File: config.mk
export PLATFORM = sky130hd
export DESIGN_NAME = llc_supervisory_sequencer
export DESIGN_NICKNAME = d
export VERILOG_FILES = /design/src/llc_seq_pkg.sv /design/src/llc_supervisory_sequencer.sv
export VERILOG_INCLUDE_DIRS = /design/src /design/src/src
export SDC_FILE = /design/constraint.sdc
export NUM_CORES = 1
export LEC_CHECK = 0
export BUFFER_PORTS_ARGS = -buffer_cell sky130_fd_sc_hd__buf_2
export CAP_MARGIN = 20
export CORE_MARGIN = 2
export CORE_UTILIZATION = 45
export DETAILED_ROUTE_END_ITERATION = 6
export HOLD_SLACK_MARGIN = 0.08
export MAX_ROUTING_LAYER = met4
export PLACE_DENSITY = 0.64
export SYNTH_ARGS = -nofsm -noshare
export SYNTH_HDL_FRONTEND = slang
export SYNTH_SLANG_ARGS = --single-unit
File: constraint.sdc
create_clock -name hclk -period 28.3 [get_ports hclk]
set_clock_uncertainty 0.05 [all_clocks]
set_input_delay 1.415 -clock hclk [delete_from_list [all_inputs] [get_ports hclk]]
set_output_delay 1.415 -clock hclk [all_outputs]
set_load 0.05 [all_outputs]
File: src/llc_seq_map.svh
// Offsets, field positions, reset values and timing figures of the sequencer.
// Assumes a 250 MHz hclk; times are given in ns and converted in the module.
`ifndef LLC_SEQ_MAP_SVH
`define LLC_SEQ_MAP_SVH

`define CLK_PERIOD_NS    4
`define BROWN_IN_NS      160000
`define BROWN_OUT_NS     47000000
`define STB_QUAL_NS      108000000
`define OLP_QUAL_NS      76800000
`define LONG_PULSE_NS    6000000
`define SHORT_PULSE_NS   500000
`define STOP_PULSE_NS    250000
`define PULSE_GAP_NS     4000000
`define STRAP_SETTLE_NS  1000000
`define OLP_RESTART_NS   1000000000

`define FB_CODE_START    8'h24
`define FB_CODE_TOP      8'h9A
`define FREQ_MAX_KHZ     16'h010E
`define FREQ_MIN_KHZ     16'h0019

`define REG_CTRL_ADDR    8'h00
`define REG_STATUS_ADDR  8'h04
`define REG_FREQ_ADDR    8'h08
`define CTRL_RESET       2'h1
`define CTRL_SW_EN_BIT   0
`define CTRL_PFC_STOP_BIT 1
`define EVT_BO_BIT       8
`define EVT_OLP_BIT      9

`endif

File: src/llc_seq_pkg.sv
// Types shared by the supervisory sequencer.
// Assumes the constants of llc_seq_map.svh for figures and offsets.
package llc_seq_pkg;

   typedef enum logic [2:0] {
      ST_POR, ST_STRAP, ST_WAIT_BI, ST_RUN, ST_BROWNOUT, ST_OLP_OFF
   } seq_state_t;

   typedef enum logic [1:0] {PL_IDLE, PL_PULSE, PL_GAP, PL_STOP} pulse_state_t;

   typedef enum logic [1:0] {DRV_LOW, DRV_MID, DRV_HIGH} stb_drive_t;

   typedef struct packed {
      logic ext_standby;
      logic olp_high;
   } strap_cfg_t;

   // Comparator flags, all asynchronous to hclk.
   typedef struct packed {
      logic vh_brown_in;
      logic vh_brown_out;
      logic vcc_upper;
      logic vcc_lower;
      logic fb_start;
      logic fb_stop;
      logic fb_overload;
      logic stb_high;
      logic stb_low;
      logic strap_above_a;
      logic strap_above_b;
      logic power_light;
      logic line_high;
   } cmp_flags_t;

endpackage

File: src/llc_supervisory_sequencer.sv
// Supervisory sequencer of a resonant converter controller with AHB-Lite registers.
// Assumes comparator flags arrive asynchronously, soft_start comes from hclk logic.
`include "llc_seq_map.svh"
`timescale 1ns/1ps
`default_nettype none

// =============================================================
// Qualification timer
// =============================================================
module qual_timer #(
   parameter int CYCLES = 4
) (
   input  wire logic hclk,
   input  wire logic hresetn,
   input  wire logic flag,
   output logic      done
);
   logic [31:0] cnt_ff;

   // The count restarts whenever the flag drops.
   always_ff @(posedge hclk or negedge hresetn) begin
      if (!hresetn) begin
         cnt_ff <= 32'h0;
      end else if (!flag) begin
         cnt_ff <= 32'h0;
      end else if (cnt_ff != 32'(CYCLES)) begin
         cnt_ff <= cnt_ff + 32'h1;
      end
   end

   assign done = (cnt_ff == 32'(CYCLES));
endmodule

// =============================================================
// Sequencer top
// =============================================================
module llc_supervisory_sequencer #(
   parameter int BI_CYC      = (`BROWN_IN_NS + `CLK_PERIOD_NS - 1) / `CLK_PERIOD_NS,
   parameter int BO_CYC      = (`BROWN_OUT_NS + `CLK_PERIOD_NS - 1) / `CLK_PERIOD_NS,
   parameter int STB_CYC     = (`STB_QUAL_NS + `CLK_PERIOD_NS - 1) / `CLK_PERIOD_NS,
   parameter int OLP_CYC     = (`OLP_QUAL_NS + `CLK_PERIOD_NS - 1) / `CLK_PERIOD_NS,
   parameter int LONG_CYC    = (`LONG_PULSE_NS + `CLK_PERIOD_NS - 1) / `CLK_PERIOD_NS,
   parameter int SHORT_CYC   = (`SHORT_PULSE_NS + `CLK_PERIOD_NS - 1) / `CLK_PERIOD_NS,
   parameter int STOP_CYC    = (`STOP_PULSE_NS + `CLK_PERIOD_NS - 1) / `CLK_PERIOD_NS,
   parameter int GAP_CYC     = (`PULSE_GAP_NS + `CLK_PERIOD_NS - 1) / `CLK_PERIOD_NS,
   parameter int STRAP_CYC   = (`STRAP_SETTLE_NS + `CLK_PERIOD_NS - 1) / `CLK_PERIOD_NS,
   parameter int RESTART_CYC = (`OLP_RESTART_NS + `CLK_PERIOD_NS - 1) / `CLK_PERIOD_NS
) (
   input  wire logic                     hclk,
   input  wire logic                     hresetn,
   input  wire logic                     hsel,
   input  wire logic [31:0]              haddr,
   input  wire logic [1:0]               htrans,
   input  wire logic                     hwrite,
   input  wire logic [2:0]               hsize,
   input  wire logic [31:0]              hwdata,
   input  wire logic                     hready,
   output logic                          hreadyout,
   output logic [31:0]                   hrdata,
   output logic                          hresp,
   input  wire llc_seq_pkg::cmp_flags_t  cmp_in,
   input  wire logic [7:0]               fb_code,
   input  wire logic                     soft_start,
   output logic                          switch_en,
   output logic                          burst_mode,
   output logic                          startup_on,
   output logic                          strap_src_en,
   output llc_seq_pkg::stb_drive_t       stb_drive,
   output logic                          stb_oe,
   output logic                          olp_high_sel,
   output logic [15:0]                   freq_req_khz
);

   // ==========================================================
   // Input synchronisers
   // ==========================================================
   llc_seq_pkg::cmp_flags_t cmp_meta_ff;
   llc_seq_pkg::cmp_flags_t cmp_ff;
   logic [7:0]              fb_meta_ff;
   logic [7:0]              fb_sync_ff, fb_last_ff;
   logic [7:0]              fb_ff;

   // Every comparator flag passes two flops before use.
   always_ff @(posedge hclk or negedge hresetn) begin
      if (!hresetn) begin
         cmp_meta_ff <= '0;
         cmp_ff      <= '0;
         fb_meta_ff  <= 8'h00;
         fb_sync_ff  <= 8'h00;
         fb_last_ff  <= 8'h00;
         fb_ff       <= 8'h00;
      end else begin
         cmp_meta_ff <= cmp_in;
         cmp_ff      <= cmp_meta_ff;
         fb_meta_ff  <= fb_code;
         fb_sync_ff  <= fb_meta_ff;
         fb_last_ff  <= fb_sync_ff;
         // Use a code only when two samples agree.
         if (fb_sync_ff == fb_last_ff) begin
            fb_ff <= fb_sync_ff;
         end
      end
   end

   // ==========================================================
   // Register interface
   // ==========================================================
   logic [1:0]  ctrl_ff;
   logic [1:0]  evt_ff;
   logic        wr_pend_ff;
   logic [7:0]  wr_addr_ff;
   logic        addr_ok;
   logic [31:0] rd_val;
   logic [31:0] status_val;
   logic [1:0]  evt_set;

   llc_seq_pkg::seq_state_t   state_ff;
   llc_seq_pkg::strap_cfg_t   cfg_ff;
   llc_seq_pkg::pulse_state_t pl_state_ff;
   logic                      fb_run_ff;

   assign addr_ok   = hsel && htrans[1] && hready;
   assign hreadyout = 1'b1;
   assign hresp     = 1'b0;

   always_ff @(posedge hclk or negedge hresetn) begin
      if (!hresetn) begin
         wr_pend_ff <= 1'b0;
         wr_addr_ff <= 8'h00;
      end else begin
         wr_pend_ff <= addr_ok && hwrite;
         wr_addr_ff <= haddr[7:0];
      end
   end

   always_ff @(posedge hclk or negedge hresetn) begin
      if (!hresetn) begin
         ctrl_ff <= `CTRL_RESET;
      end else if (wr_pend_ff && wr_addr_ff == `REG_CTRL_ADDR) begin
         ctrl_ff <= hwdata[1:0];
      end
   end

   // Sticky events; a new event wins over a write-one clear.
   always_ff @(posedge hclk or negedge hresetn) begin
      if (!hresetn) begin
         evt_ff <= 2'h0;
      end else if (wr_pend_ff && wr_addr_ff == `REG_STATUS_ADDR) begin
         evt_ff <= (evt_ff & ~hwdata[`EVT_OLP_BIT:`EVT_BO_BIT]) | evt_set;
      end else begin
         evt_ff <= evt_ff | evt_set;
      end
   end

   always_comb begin
      status_val = 32'h0;
      status_val[2:0] = state_ff;
      status_val[3] = cfg_ff.ext_standby;
      status_val[4] = cfg_ff.olp_high;
      status_val[5] = burst_mode;
      status_val[6] = fb_run_ff;
      status_val[7] = (pl_state_ff != llc_seq_pkg::PL_IDLE);
      status_val[`EVT_OLP_BIT:`EVT_BO_BIT] = evt_ff;
   end

   always_comb begin
      case (haddr[7:0])
         `REG_CTRL_ADDR:   rd_val = {30'h0, ctrl_ff};
         `REG_STATUS_ADDR: rd_val = status_val;
         `REG_FREQ_ADDR:   rd_val = {16'h0, freq_req_khz};
         default:          rd_val = 32'h0;
      endcase
   end

   // Read data is captured in the address phase so it stands in the data phase.
   always_ff @(posedge hclk or negedge hresetn) begin
      if (!hresetn) begin
         hrdata <= 32'h0;
      end else if (addr_ok && !hwrite) begin
         hrdata <= rd_val;
      end
   end

   // ==========================================================
   // Qualification timers
   // ==========================================================
   logic bi_done;
   logic bo_done;
   logic olp_done;
   logic stb_done;
   logic olp_flag;
   logic stb_req_ff;

   // Overload is only watched while running and outside soft start.
   assign olp_flag = cmp_ff.fb_overload && !soft_start && (state_ff == llc_seq_pkg::ST_RUN);

   qual_timer #(.CYCLES(BI_CYC)) u_bi (
      .hclk    (hclk),
      .hresetn (hresetn),
      .flag    (cmp_ff.vh_brown_in),
      .done    (bi_done)
   );
   qual_timer #(.CYCLES(BO_CYC)) u_bo (
      .hclk    (hclk),
      .hresetn (hresetn),
      .flag    (cmp_ff.vh_brown_out),
      .done    (bo_done)
   );
   qual_timer #(.CYCLES(OLP_CYC)) u_olp (
      .hclk    (hclk),
      .hresetn (hresetn),
      .flag    (olp_flag),
      .done    (olp_done)
   );
   qual_timer #(.CYCLES(STB_CYC)) u_stb (
      .hclk    (hclk),
      .hresetn (hresetn),
      .flag    (stb_req_ff),
      .done    (stb_done)
   );

   // ==========================================================
   // Main sequence
   // ==========================================================
   logic [31:0] seq_cnt_ff;

   always_ff @(posedge hclk or negedge hresetn) begin
      if (!hresetn) begin
         state_ff   <= llc_seq_pkg::ST_POR;
         seq_cnt_ff <= 32'h0;
      end else begin
         seq_cnt_ff <= seq_cnt_ff + 32'h1;
         case (state_ff)
            llc_seq_pkg::ST_POR: begin
               seq_cnt_ff <= 32'h0;
               if (cmp_ff.vcc_upper) begin
                  state_ff <= llc_seq_pkg::ST_STRAP;
               end
            end
            llc_seq_pkg::ST_STRAP: begin
               if (seq_cnt_ff == 32'(STRAP_CYC - 1)) begin
                  state_ff <= llc_seq_pkg::ST_WAIT_BI;
               end
            end
            llc_seq_pkg::ST_WAIT_BI: begin
               if (bi_done) begin
                  state_ff <= llc_seq_pkg::ST_RUN;
               end
            end
            llc_seq_pkg::ST_RUN: begin
               seq_cnt_ff <= 32'h0;
               if (bo_done) begin
                  state_ff <= llc_seq_pkg::ST_BROWNOUT;
               end else if (olp_done) begin
                  state_ff <= llc_seq_pkg::ST_OLP_OFF;
               end
            end
            llc_seq_pkg::ST_BROWNOUT: begin
               if (cmp_ff.vh_brown_in) begin
                  state_ff <= llc_seq_pkg::ST_RUN;
               end
            end
            llc_seq_pkg::ST_OLP_OFF: begin
               // Restart through brown-in so a lasting overload cycles.
               if (seq_cnt_ff == 32'(RESTART_CYC - 1)) begin
                  state_ff <= llc_seq_pkg::ST_WAIT_BI;
               end
            end
            default: state_ff <= llc_seq_pkg::ST_POR;
         endcase
      end
   end

   assign evt_set = {olp_done && state_ff == llc_seq_pkg::ST_RUN,
                     bo_done && state_ff == llc_seq_pkg::ST_RUN};

   // Strap current flows only during the settle window; decode at its end.
   assign strap_src_en = (state_ff == llc_seq_pkg::ST_STRAP);

   always_ff @(posedge hclk or negedge hresetn) begin
      if (!hresetn) begin
         cfg_ff <= '0;
      end else if (state_ff == llc_seq_pkg::ST_STRAP && seq_cnt_ff == 32'(STRAP_CYC - 1)) begin
         cfg_ff.ext_standby <= !cmp_ff.strap_above_a;
         cfg_ff.olp_high    <= cmp_ff.strap_above_b;
      end
   end
   assign olp_high_sel = cfg_ff.olp_high;

   // Start-up path hysteresis holds the supply between the two levels.
   always_ff @(posedge hclk or negedge hresetn) begin
      if (!hresetn) begin
         startup_on <= 1'b1;
      end else if (state_ff == llc_seq_pkg::ST_RUN) begin
         startup_on <= 1'b0;
      end else if (state_ff == llc_seq_pkg::ST_POR) begin
         startup_on <= 1'b1;
      end else if (cmp_ff.vcc_lower) begin
         startup_on <= 1'b1;
      end else if (cmp_ff.vcc_upper) begin
         startup_on <= 1'b0;
      end
   end

   // Feedback start/stop hysteresis.
   always_ff @(posedge hclk or negedge hresetn) begin
      if (!hresetn) begin
         fb_run_ff <= 1'b0;
      end else if (state_ff != llc_seq_pkg::ST_RUN || cmp_ff.fb_stop) begin
         fb_run_ff <= 1'b0;
      end else if (cmp_ff.fb_start) begin
         fb_run_ff <= 1'b1;
      end
   end

   assign switch_en = (state_ff == llc_seq_pkg::ST_RUN) && fb_run_ff && ctrl_ff[`CTRL_SW_EN_BIT];

   // ==========================================================
   // Frequency request
   // ==========================================================
   logic [15:0] fb_diff;
   logic [15:0] span;

   assign span = {8'h0, `FB_CODE_TOP - `FB_CODE_START};
   always_comb begin
      if (fb_ff <= `FB_CODE_START) begin
         fb_diff = 16'h0;
      end else if (fb_ff >= `FB_CODE_TOP) begin
         fb_diff = span;
      end else begin
         fb_diff = {8'h0, fb_ff - `FB_CODE_START};
      end
   end

   // Linear fall from maximum to minimum across the feedback span.
   always_ff @(posedge hclk or negedge hresetn) begin
      if (!hresetn) begin
         freq_req_khz <= `FREQ_MAX_KHZ;
      end else begin
         freq_req_khz <= `FREQ_MAX_KHZ - 16'((fb_diff * (`FREQ_MAX_KHZ - `FREQ_MIN_KHZ)) / span);
      end
   end

   // ==========================================================
   // Standby selection
   // ==========================================================
   logic        ext_burst_ff;
   logic        auto_burst_ff;
   logic        want_burst;
   logic        want_stop;
   logic        stop_sent_ff;
   logic [1:0]  pl_left_ff;
   logic [31:0] pl_cnt_ff;
   logic [31:0] pl_len_ff;

   // External level with detection hysteresis.
   always_ff @(posedge hclk or negedge hresetn) begin
      if (!hresetn) begin
         stb_req_ff <= 1'b0;
      end else if (!cfg_ff.ext_standby || cmp_ff.stb_low) begin
         stb_req_ff <= 1'b0;
      end else if (cmp_ff.stb_high) begin
         stb_req_ff <= 1'b1;
      end
   end

   always_ff @(posedge hclk or negedge hresetn) begin
      if (!hresetn) begin
         ext_burst_ff <= 1'b0;
      end else begin
         ext_burst_ff <= stb_done;
      end
   end

   assign burst_mode = cfg_ff.ext_standby ? ext_burst_ff : auto_burst_ff;

   // Auto standby drives the pin; external standby leaves it as input.
   assign stb_oe = !cfg_ff.ext_standby && state_ff != llc_seq_pkg::ST_POR
                   && state_ff != llc_seq_pkg::ST_STRAP;

   // Mode follows averaged power; stop is a software command.
   assign want_burst = cmp_ff.power_light;
   assign want_stop  = ctrl_ff[`CTRL_PFC_STOP_BIT];

   // ==========================================================
   // Companion mode signalling
   // ==========================================================
   // A new command is only considered in idle, so trains never overlap.
   always_ff @(posedge hclk or negedge hresetn) begin
      if (!hresetn) begin
         pl_state_ff   <= llc_seq_pkg::PL_IDLE;
         pl_cnt_ff     <= 32'h0;
         pl_len_ff     <= 32'h0;
         pl_left_ff    <= 2'h0;
         auto_burst_ff <= 1'b0;
         stop_sent_ff  <= 1'b0;
      end else begin
         pl_cnt_ff <= pl_cnt_ff + 32'h1;
         case (pl_state_ff)
            llc_seq_pkg::PL_IDLE: begin
               pl_cnt_ff <= 32'h0;
               if (!stb_oe) begin
                  stop_sent_ff <= 1'b0;
               end else if (want_stop) begin
                  pl_state_ff <= llc_seq_pkg::PL_STOP;
               end else if (want_burst != auto_burst_ff || stop_sent_ff) begin
                  // Long pulses toward burst, short toward normal.
                  pl_len_ff   <= want_burst ? 32'(LONG_CYC) : 32'(SHORT_CYC);
                  pl_left_ff  <= cmp_ff.line_high ? 2'h1 : 2'h2;
                  pl_state_ff <= llc_seq_pkg::PL_PULSE;
                  auto_burst_ff <= want_burst;
                  stop_sent_ff  <= 1'b0;
               end
            end
            llc_seq_pkg::PL_PULSE: begin
               if (pl_cnt_ff == pl_len_ff - 32'h1) begin
                  pl_cnt_ff   <= 32'h0;
                  pl_left_ff  <= pl_left_ff - 2'h1;
                  pl_state_ff <= llc_seq_pkg::PL_GAP;
               end
            end
            llc_seq_pkg::PL_GAP: begin
               // Fixed low interval after every pulse.
               if (pl_cnt_ff == 32'(GAP_CYC - 1)) begin
                  pl_cnt_ff   <= 32'h0;
                  pl_state_ff <= (pl_left_ff == 2'h0) ? llc_seq_pkg::PL_IDLE
                                                      : llc_seq_pkg::PL_PULSE;
               end
            end
            llc_seq_pkg::PL_STOP: begin
               stop_sent_ff <= 1'b1;
               // Held continuously, never shorter than the stop width.
               if (!want_stop && pl_cnt_ff >= 32'(STOP_CYC - 1)) begin
                  pl_cnt_ff   <= 32'h0;
                  pl_state_ff <= llc_seq_pkg::PL_GAP;
               end
            end
            default: pl_state_ff <= llc_seq_pkg::PL_IDLE;
         endcase
      end
   end

   always_comb begin
      case (pl_state_ff)
         llc_seq_pkg::PL_PULSE: stb_drive = llc_seq_pkg::DRV_MID;
         llc_seq_pkg::PL_STOP:  stb_drive = llc_seq_pkg::DRV_HIGH;
         default:               stb_drive = llc_seq_pkg::DRV_LOW;
      endcase
   end

endmodule
`default_nettype wire

-- Yosys cells after proc, flatten, opt, wreduce, memory -nomap -nowiden
Index checks and enable logic that the tools add are counted.
- add/sub/neg operators: 10
- $mul: 1
- div/mod/pow operators: 1
- magnitude comparators: 3
- equality and inequality tests: 46
- muxes and demuxes: 54
- bitwise gates (word level): 5
- reduce and logical (&&, ||, !) cells: 42
- operators with widths (kind ; count):
    $mux W32 ; 12
    $add A32 B1 Y32 const B ; 6
    $pmux W32 S4 ; 1
    $eq A32 B25 Y1 const B ; 2
    $ne A32 B25 Y1 const B ; 2
    $pmux W16 S3 ; 1
    $eq A32 B16 Y1 const B ; 1
    $eq A32 B18 Y1 const B ; 1
    $eq A32 B20 Y1 const B ; 1
    $eq A32 B24 Y1 const B ; 1
    $eq A32 B28 Y1 const B ; 1
    $eq A32 B32 Y1 ; 1
    $ge A32 B16 Y1 const B ; 1
    $ne A32 B16 Y1 const B ; 1
    $ne A32 B24 Y1 const B ; 1
    $sub A32 B1 Y32 const B ; 1
    $mux W2 ; 12
    $ne A2 B2 Y1 const B ; 11
    $mux W21 ; 1
    $mux W3 ; 7
    $pmux W3 S6 ; 1
    $div A16 B7 Y16 const B ; 1
    $eq A8 B3 Y1 const B ; 2
    $logic_and A1 B1 Y1 ; 16
    other kinds (40) ; 77
- register bits after elaboration: 358
- input port bits: 96
- output and inout bits: 58
- logic and storage cells: 216

-- Logic depth before layout (Yosys ltp)
Gate-level depths: netlist of run 1.
- depth in word-level cells: 6
- mapped depth: 50
- mapped depth without buffers: 44

-- Cells and area by module
A second synthesis of run 1 with hierarchy kept.
- cells, all modules: 2079
- area total of the unflattened synthesis: 19507.5 µm²
- modules (own cells, without submodules) (module ; instances ; cells each ; area each (µm²) ; seq. area each (µm²)):
    llc_supervisory_sequencer ; 1 ; 1317 ; 12306.8 ; 4611.9
    qual_timer (u_stb) ; 1 ; 193 ; 1851.8 ; 800.8
    qual_timer (u_olp) ; 1 ; 196 ; 1820.5 ; 800.8
    qual_timer (u_bi) ; 1 ; 190 ; 1775.5 ; 800.8
    qual_timer (u_bo) ; 1 ; 183 ; 1752.9 ; 800.8

-- Worst setup path before layout of run 1
No wires, ideal clock.
- path type: flip-flop to flip-flop
- from: register fb_ff[2]
- to: register freq_req_khz[8]
- setup time: 0.086 ns
- arrival time: 11.029 ns
- required time: 28.164 ns
- slack: 17.135 ns
- cell stages (with the launch flop): 48
- buffers on the path: 3
- period minus slack after synthesis: 11.165 ns
- cells stage by stage: dfrtp_1 > inv_1 > ha_1 > a21oi_1 > nor2b_1 > o31ai_1 > and3_1 > inv_1 > ha_1 > inv_1 > ha_1 > or2_2 > fa_1 > fa_1 > inv_1 > fa_1 > inv_1 > ha_1 > (+12 left out) > a211oi_2 > and4_1 > a311oi_2 > a31oi_4 > o211a_1 > nor3_2 > buf_6 > a2111oi_2 > or3_4 > o41ai_2 > a21oi_1 > nor4_1 > a21oi_1 > nor3_1 > ha_1 > nor3b_1 > nor2_1 > xor2_1
- longest elaborated chain between the ends: 6
- elaborated cells between the ends (all ways): 8
- those cells by class: 2 x add/sub; 1 x mul; 1 x div; 2 x order compare; 2 x mux
- ends and longest elaborated chain (what ; RTL line ; text):
    start: declaration ; llc_supervisory_sequencer.sv:81 ; logic [7:0] fb_ff;
    start signal: assignment ; llc_supervisory_sequencer.sv:100 ; fb_ff <= fb_sync_ff;
    $sub A8 B6 Y8 (no line) or $ge A8 B8 Y1 (tied branches) ; - ;
    $mux W8 ; llc_supervisory_sequencer.sv:328 ; end else if (fb_ff >= `FB_CODE_TOP) begin
    $mux W8 * ; llc_supervisory_sequencer.sv:326 ; if (fb_ff <= `FB_CODE_START) begin
    $mul A16 B8 Y16 * ; llc_supervisory_sequencer.sv:340 ; freq_req_khz <= `FREQ_MAX_KHZ - 16'((fb_diff * (`FREQ_MAX_KHZ - `FREQ_MIN_KHZ)) / span);
    $div A16 B7 Y16 * ; llc_supervisory_sequencer.sv:340 ;
    $sub A9 B16 Y16 (no line) * ; - ;
    end signal: assignment ; llc_supervisory_sequencer.sv:338 ; freq_req_khz <= `FREQ_MAX_KHZ;
    end signal: assignment ; llc_supervisory_sequencer.sv:340 ;
    end: declaration ; llc_supervisory_sequencer.sv:71 ; output logic [15:0] freq_req_khz
Mark *: on every way between the ends. The rest lies on a longest branch, timed or not.
A chain may end at the register's enable or synchronous reset.

-- Worst setup path in the final report of run 1
Ends and elaborated chain as after synthesis.

==> reports/results.txt, run 1 <==
Most frequent cells in the layout - sky130_fd_sc_hd__dfrtp_1, sky130_fd_sc_hd__nor2_1, sky130_fd_sc_hd__nand2_1
Cell row count - 74
Crit-path max FO - 14
H-Tree Level Count - 2
Fmax - 70.4 MHz
Outcome - complete, no violations
Final period util - 0.502
Sum Neg Setup Slack - 0 ns
RSZ-0062 raised after global routing - false
Slew Limit Headroom - 0.286
Number of gates given a new drive strength after cts - 0
Data required time of the worst path - 28.67 ns
Seq cells post-synth - 312
Ys async rst share - 1.00
Count of flip-flops with a built-in enable after synthesis - 0
Most used flip-flop cell after synthesis - sky130_fd_sc_hd__dfrtp_1
Vias after detailed routing - 14500
Library cell with the largest summed area after synthesis - sky130_fd_sc_hd__dfrtp_1
Fraction of layout instances using a drive strength above 1 - 0.105
Kind of path behind the tightest hold check - reg -> reg
First-pass GRT wire length - 71.6 mm
Critical path data arrival time - 14.58 ns
Remaining number of nets flagged by the antenna check after routing - 0
Num ports - 154
Via count of the first global-routing pass - 14100
Num CTS Buffers - 35
Largest cells by area after synthesis - sky130_fd_sc_hd__dfrtp_1, sky130_fd_sc_hd__xnor2_1, sky130_fd_sc_hd__ha_1, sky130_fd_sc_hd__nor2_1, sky130_fd_sc_hd__xor2_1
Antenna cell count - 0
Via/cell ratio - 5.60
Yosys warning count - 0
Slowest cell on the critical path - sky130_fd_sc_hd__o32ai_2
Die outline height - 208 µm
Final worst path period need - 14.20 ns
Fraction of synthesized cell area taken by the top area cell type - 0.409
Core region area - 40900 µm²
CTS tree - done
Global placement routability congestion - 0.929
Worst-skew pair later-pin latency - 0.52 ns
Number of endpoints with negative hold slack in the final report - 0
CTS Hold Bufs - 0
HPWL after DPL - 30.7 mm
Crit start category - flop
Initial cell density of the core - 0.458
Largest incremental delay on the critical path - 0.83 ns
Grt ovf - 0
Number of input and output port buffers inserted - 79
Total Die Area - 43300 µm²
Most common cell after layout, fill and taps aside - sky130_fd_sc_hd__dfrtp_1
Pin count of the biggest net entering global routing - 101
Horizontal extent of the die - 208 µm
Synthesis-to-finish area growth - 10.8%
Number of detailed-routing iterations run before antenna repair - 5
Transition at the pin with the smallest max-transition slack - 1.06 ns
Endpoint class of the critical path - flop
Max clock buf depth - 3
Clock slew at reported path FFs - 0.06 ns
All-Layer GR Usage - 0.201
Count of pins over their slew limit - 0
Cell at the root of the clock tree - sky130_fd_sc_hd__clkbuf_16
Iter 0 DRT Violations - 1055
Register area share after synthesis - 0.417
Number of DRC violations after detailed routing - 0
CTS Sinks - 312
Initial antenna violation count - 0
Total wire length after detailed routing - 42.2 mm
Worst Setup Path Type - reg -> reg
Count of mapped cells out of synthesis - 1976
Number of buffers added for setup after CTS - 0
Mapped cell area - 18700 µm²
Max-capacitance violation count - 0
Total of endpoints with negative setup slack in the final report - 0
Synth Area per Inst - 9.48 µm²
# nets final - 2212
Number of distinct standard cells referenced by the synthesized netlist - 103
Average detailed-routed wire length per instance - 16.3 µm
## final cells by class
class	count	area, µm²
Clock buffer	49	1030
Clock inverter	14	164
Fill cell	3807	20200
Inverter	69	259
Multi-Input combinational cell	1526	10300
Sequential cell	312	7820
Tap cell	532	666
Timing Repair Buffer	91	515
## state kept, by name (all words and copies together), names as in the netlist, 12 cells and up
| signal | flops |
|---|---|
| pl_cnt_ff | 32 |
| seq_cnt_ff | 32 |
| u_bi.cnt_ff | 32 |
| u_bo.cnt_ff | 32 |
| u_olp.cnt_ff | 32 |
| u_stb.cnt_ff | 32 |
| freq_req_khz | 16 |
| hrdata | 16 |
| cmp_meta_ff | 13 |
| cmp_ff | 12 |
## layer usage
metal	share of wire	vias up	wire length (µm)	global-route usage
li1	-	7089	-	-
met1	0.47	7129	19800	0.275
met4	0.022	0	937	0.0582
met3	0.037	56	1560	0.0234
met2	0.47	254	19900	0.318
met5	0	-	0	-
## cells in the mapped netlist, drive strengths merged, types with 14 or more instances
cell / n
dfrtp: 306
nor2: 194
nand2: 136
xnor2: 136
nand3: 106
and2: 96
o21ai: 87
xor2: 81
inv: 69
nor3: 68
ha: 62
a21oi: 57
clkbuf: 56
nand4: 49
and3: 44
or3: 31
buf: 29
nor2b: 25
nor4: 25
fa: 19
o22ai: 18
a211oi: 15
a21boi: 14
and4: 14
o211ai: 14
## critical path: cells and delay by family, from the launching register on
family / cells / cell delay (ns)
buf+inv: 5 / 0.34
xor+xnor: 1 / 0.25
simple gates: 11 / 3.61
compound gates: 19 / 6.61
fa+ha+maj: 8 / 2.82
flops: 1 / 0.44
## kinds of logic after synthesis
logic type | after synthesis | share of synthesized area
multiplexers | 24 | 0.0137
flip-flops | 312 | 0.417
AND/OR/NAND/NOR | 842 | 0.236
adder cells (fa/ha/maj) | 83 | 0.0629
other | 2 | 0.000401
buffers and inverters | 154 | 0.0366
AO/OA/AOI/OAI | 342 | 0.131
XOR/XNOR | 217 | 0.102
## final timing paths
path,from,endpoint,slack (ns),cells past startpoint
worst max-delay path,fb_ff[2]$_DFFE_PN0N_,freq_req_khz[8]$_DFF_PN1_,14.10,44
worst min-delay path,fb_meta_ff[5]$_DFF_PN0_,fb_sync_ff[5]$_DFF_PN0_,0.30,0
worst max register to register,fb_ff[2]$_DFFE_PN0N_,freq_req_khz[8]$_DFF_PN1_,14.10,44
worst min register to register,fb_meta_ff[5]$_DFF_PN0_,fb_sync_ff[5]$_DFF_PN0_,0.30,0
max in group asynchronous,hresetn,ctrl_ff[0]$_DFFE_PN1P_,25.29,4
min in group asynchronous,hresetn,u_bi.cnt_ff[27]$_DFFE_PN0P_,0.86,1
## metrics by stage
stage | instances | setup WS [ns] | area (µm²) | utilization | hold WS, ns
final | 2593 | 14.10 | 20800 | 0.507 | 0.296
after global routing | 2593 | 13.01 | 20800 | 0.507 | 0.303
after CTS | 2592 | 14.18 | 20700 | 0.506 | 0.299
after detailed placement | 2529 | 14.25 | 19500 | 0.477 | 0.286
after global placement | 2529 | 14.33 | 19500 | 0.477 | 0.283
after floorplan | 1992 | 17.14 | 18800 | - | 0.281
Power of run 1 is not shown: default switching activity piles up to over one toggle a cycle in this logic, so the estimate is an artifact.
==> run 2: changes to the inputs <==
--- a/config.mk
+++ b/config.mk
@@ -13,7 +13,7 @@
 export DETAILED_ROUTE_END_ITERATION = 6
 export HOLD_SLACK_MARGIN = 0.08
 export MAX_ROUTING_LAYER = met4
-export PLACE_DENSITY = 0.64
+export PLACE_DENSITY = 0.66
 export SYNTH_ARGS = -nofsm -noshare
 export SYNTH_HDL_FRONTEND = slang
 export SYNTH_SLANG_ARGS = --single-unit
==> constraint.sdc (replaced) <==
create_clock -name hclk -period 12.6 [get_ports hclk]
set_clock_uncertainty 0.05 [all_clocks]
set_input_delay 0.63 -clock hclk [delete_from_list [all_inputs] [get_ports hclk]]
set_output_delay 0.63 -clock hclk [all_outputs]
set_load 0.05 [all_outputs]
==> reports/results.txt, run 2 (same netlist as run 1, synthesis figures left out) <==
Outcome - complete, no violations
All-Layer GR Usage - 0.202 (about the same)
Via/cell ratio - 5.59 (-0.19%)
Total wire length after detailed routing - 42.6 mm (+0.94%)
Most frequent cells in the layout - sky130_fd_sc_hd__dfrtp_1, sky130_fd_sc_hd__nor2_1, sky130_fd_sc_hd__nand2_1
Most common cell after layout, fill and taps aside - sky130_fd_sc_hd__dfrtp_1
Most common cell on crit path - sky130_fd_sc_hd__buf_4
HPWL after DPL - 30.6 mm (-0.33%)
Slew Limit Headroom - 0.280 (-0.00591)
Number of DRC violations after detailed routing - 0 (unchanged)
Antenna cell count - 0 (unchanged)
Endpoint class of the critical path - flop
Transition at the pin with the smallest max-transition slack - 1.08 ns (+0.0143 ns)
Crit start category - flop
Remaining number of nets flagged by the antenna check after routing - 0 (unchanged)
Num CTS Buffers - 36 (+2.9%)
Iter 0 DRT Violations - 894 (-15%)
Total Die Area - 43300 µm² (unchanged)
Post-Place Worst Slack - -0.00478 ns (-14.25 ns)
Final cell area excluding filler cells - 21200 µm² (+2.2%)
H-Tree Level Count - 2 (unchanged)
Data required time of the worst path - 12.95 ns (-15.72 ns)
# nets final - 2246 (+1.5%)
Number of detailed-routing iterations run before antenna repair - 5 (unchanged)
First-pass GRT wire length - 71.8 mm (+0.30%)
Total of endpoints with negative setup slack in the final report - 0 (unchanged)
Horizontal extent of the die - 208 µm (unchanged)
Cell row count - 74 (unchanged)
Min setup slack post-route - 0.529 ns (-13.57 ns)
FILL cells - 3710 (-2.5%)
Fmax - 82.8 MHz (+18%)
Worst Setup Path Type - reg -> reg
Initial antenna violation count - 0 (unchanged)
Average detailed-routed wire length per instance - 16.2 µm (-0.18%)
Cell at the root of the clock tree - sky130_fd_sc_hd__clkbuf_16
Critical path data arrival time - 12.42 ns (-2.16 ns)
Via count of the first global-routing pass - 14300 (+1.5%)
Vias after detailed routing - 14700 (+0.93%)
Fraction of layout instances using a drive strength above 1 - 0.129 (+0.0239)
Kind of path behind the tightest hold check - in -> async
Post-DP Area - 19700 µm² (+0.92%)
Crit-path max FO - 11 (-3)
Number of input and output port buffers inserted - 79 (unchanged)
Final worst path period need - 12.07 ns (-2.13 ns)
Synthesis-to-finish area growth - 13.2%
Core region area - 40900 µm² (unchanged)
Die outline height - 208 µm (unchanged)
Count of pins over their slew limit - 0 (unchanged)
Initial cell density of the core - 0.458 (unchanged)
CTS Sinks - 312 (unchanged)
Number of endpoints with negative hold slack in the final report - 0 (unchanged)
Worst-skew pair later-pin latency - 0.52 ns (about the same)
Clock slew at reported path FFs - 0.06 ns (about the same)
CTS tree - done
Global placement routability congestion - 0.919 (-1.1%)
Max-capacitance violation count - 0 (unchanged)
Grt ovf - 0 (unchanged)
Pin count of the biggest net entering global routing - 97 (-4.0%)
Util after Layout - 0.518 (+0.0112)
Final period util - 0.958 (+0.456)
Largest incremental delay on the critical path - 0.57 ns (-0.26 ns)
Max clock buf depth - 3 (unchanged)
Num ports - 154 (unchanged)
Slowest cell on the critical path - sky130_fd_sc_hd__a2111oi_1
CTS Hold Bufs - 0 (unchanged)
-- run 2: changes by cell type in the layout (fill, tap and decap cells not counted), moves of 2 or more --
cell,previous run,this run
sky130_fd_sc_hd__a21oi_1,53,51
sky130_fd_sc_hd__a22oi_1,12,10
sky130_fd_sc_hd__a22oi_2,0,2
sky130_fd_sc_hd__buf_4,11,45
sky130_fd_sc_hd__bufinv_16,3,5
sky130_fd_sc_hd__clkbuf_8,6,8
sky130_fd_sc_hd__clkinv_2,6,2
sky130_fd_sc_hd__clkinvlp_4,2,0
sky130_fd_sc_hd__nor4_1,22,20
sky130_fd_sc_hd__o31ai_1,6,4
sky130_fd_sc_hd__o31ai_2,0,2
sky130_fd_sc_hd__xnor2_1,134,132
-- run 2: layout make-up --
cell class / count / area [µm²] / share of cell area
repair buffers: 124 / 743 / 0.0350
multi-input cells: 1526 / 10500 / 0.495
clock buffers: 51 / 1060 / 0.0499
flip-flops and latches: 312 / 7820 / 0.368
inverters: 69 / 259 / 0.0122
clock inverters: 8 / 169 / 0.00796
well taps: 532 / 666 / 0.0314
-- run 2: worst max-delay path, delay by kind of cell (launching register included) --
family,cells,cell delay [ns]
fa+ha+maj,8,2.81
compound gates,16,4.16
buf+inv,11,1.34
simple gates,12,2.92
xor+xnor,2,0.22
flops,1,0.44
-- run 2: layer usage --
layer | vias to the layer above | part of all wire | routed length [µm] | track usage
li1 | 7145 | - | - | -
met1 | 7200 | 0.46 | 19700 | 0.270
met2 | 260 | 0.48 | 20500 | 0.325
met3 | 58 | 0.037 | 1570 | 0.0260
met4 | 0 | 0.019 | 803 | 0.0514
met5 | - | 0 | 0 | -
-- run 2: timing repair --
| item | in CTS | in global routing |
|---|---|---|
| endpoints found under the setup margin | 5 | 13 |
| gates resized for setup | 3 | 31 |
| buffers inserted | 0 | 10 |
| pin swaps | 0 | 12 |
-- run 2: path summary, 6_finish.rpt --
| check | from | to | slack, ns | cells past startpoint |
|---|---|---|---|---|
| min in group hclk | cmp_in[0] | cmp_meta_ff[0]$_DFF_PN0_ | 0.17 | 1 |
| max | fb_ff[2]$_DFFE_PN0N_ | freq_req_khz[6]$_DFF_PN0_ | 0.53 | 49 |
| max reg2reg | fb_ff[2]$_DFFE_PN0N_ | freq_req_khz[6]$_DFF_PN0_ | 0.53 | 49 |
| min | hresetn | u_bi.cnt_ff[21]$_DFFE_PN0P_ | 0.08 | 1 |
| min reg2reg | fb_meta_ff[7]$_DFF_PN0_ | fb_sync_ff[7]$_DFF_PN0_ | 0.29 | 0 |
| max in group asynchronous | hresetn | cmp_ff[0]$_DFF_PN0_ | 10.13 | 3 |
-- run 2: through the flow --
step	instances	hold WS [ns]	setup TNS, ns
4_1_cts	2612	0.0994	0
6_report	2622	0.0790	0
3_5_place_dp	2553	0.285	-0.00478
3_3_place_gp	2553	0.284	0
2_1_floorplan	1992	0.281	0
5_1_grt	2622	0.112	-0.542
Power of run 2 is left out for the same reason.
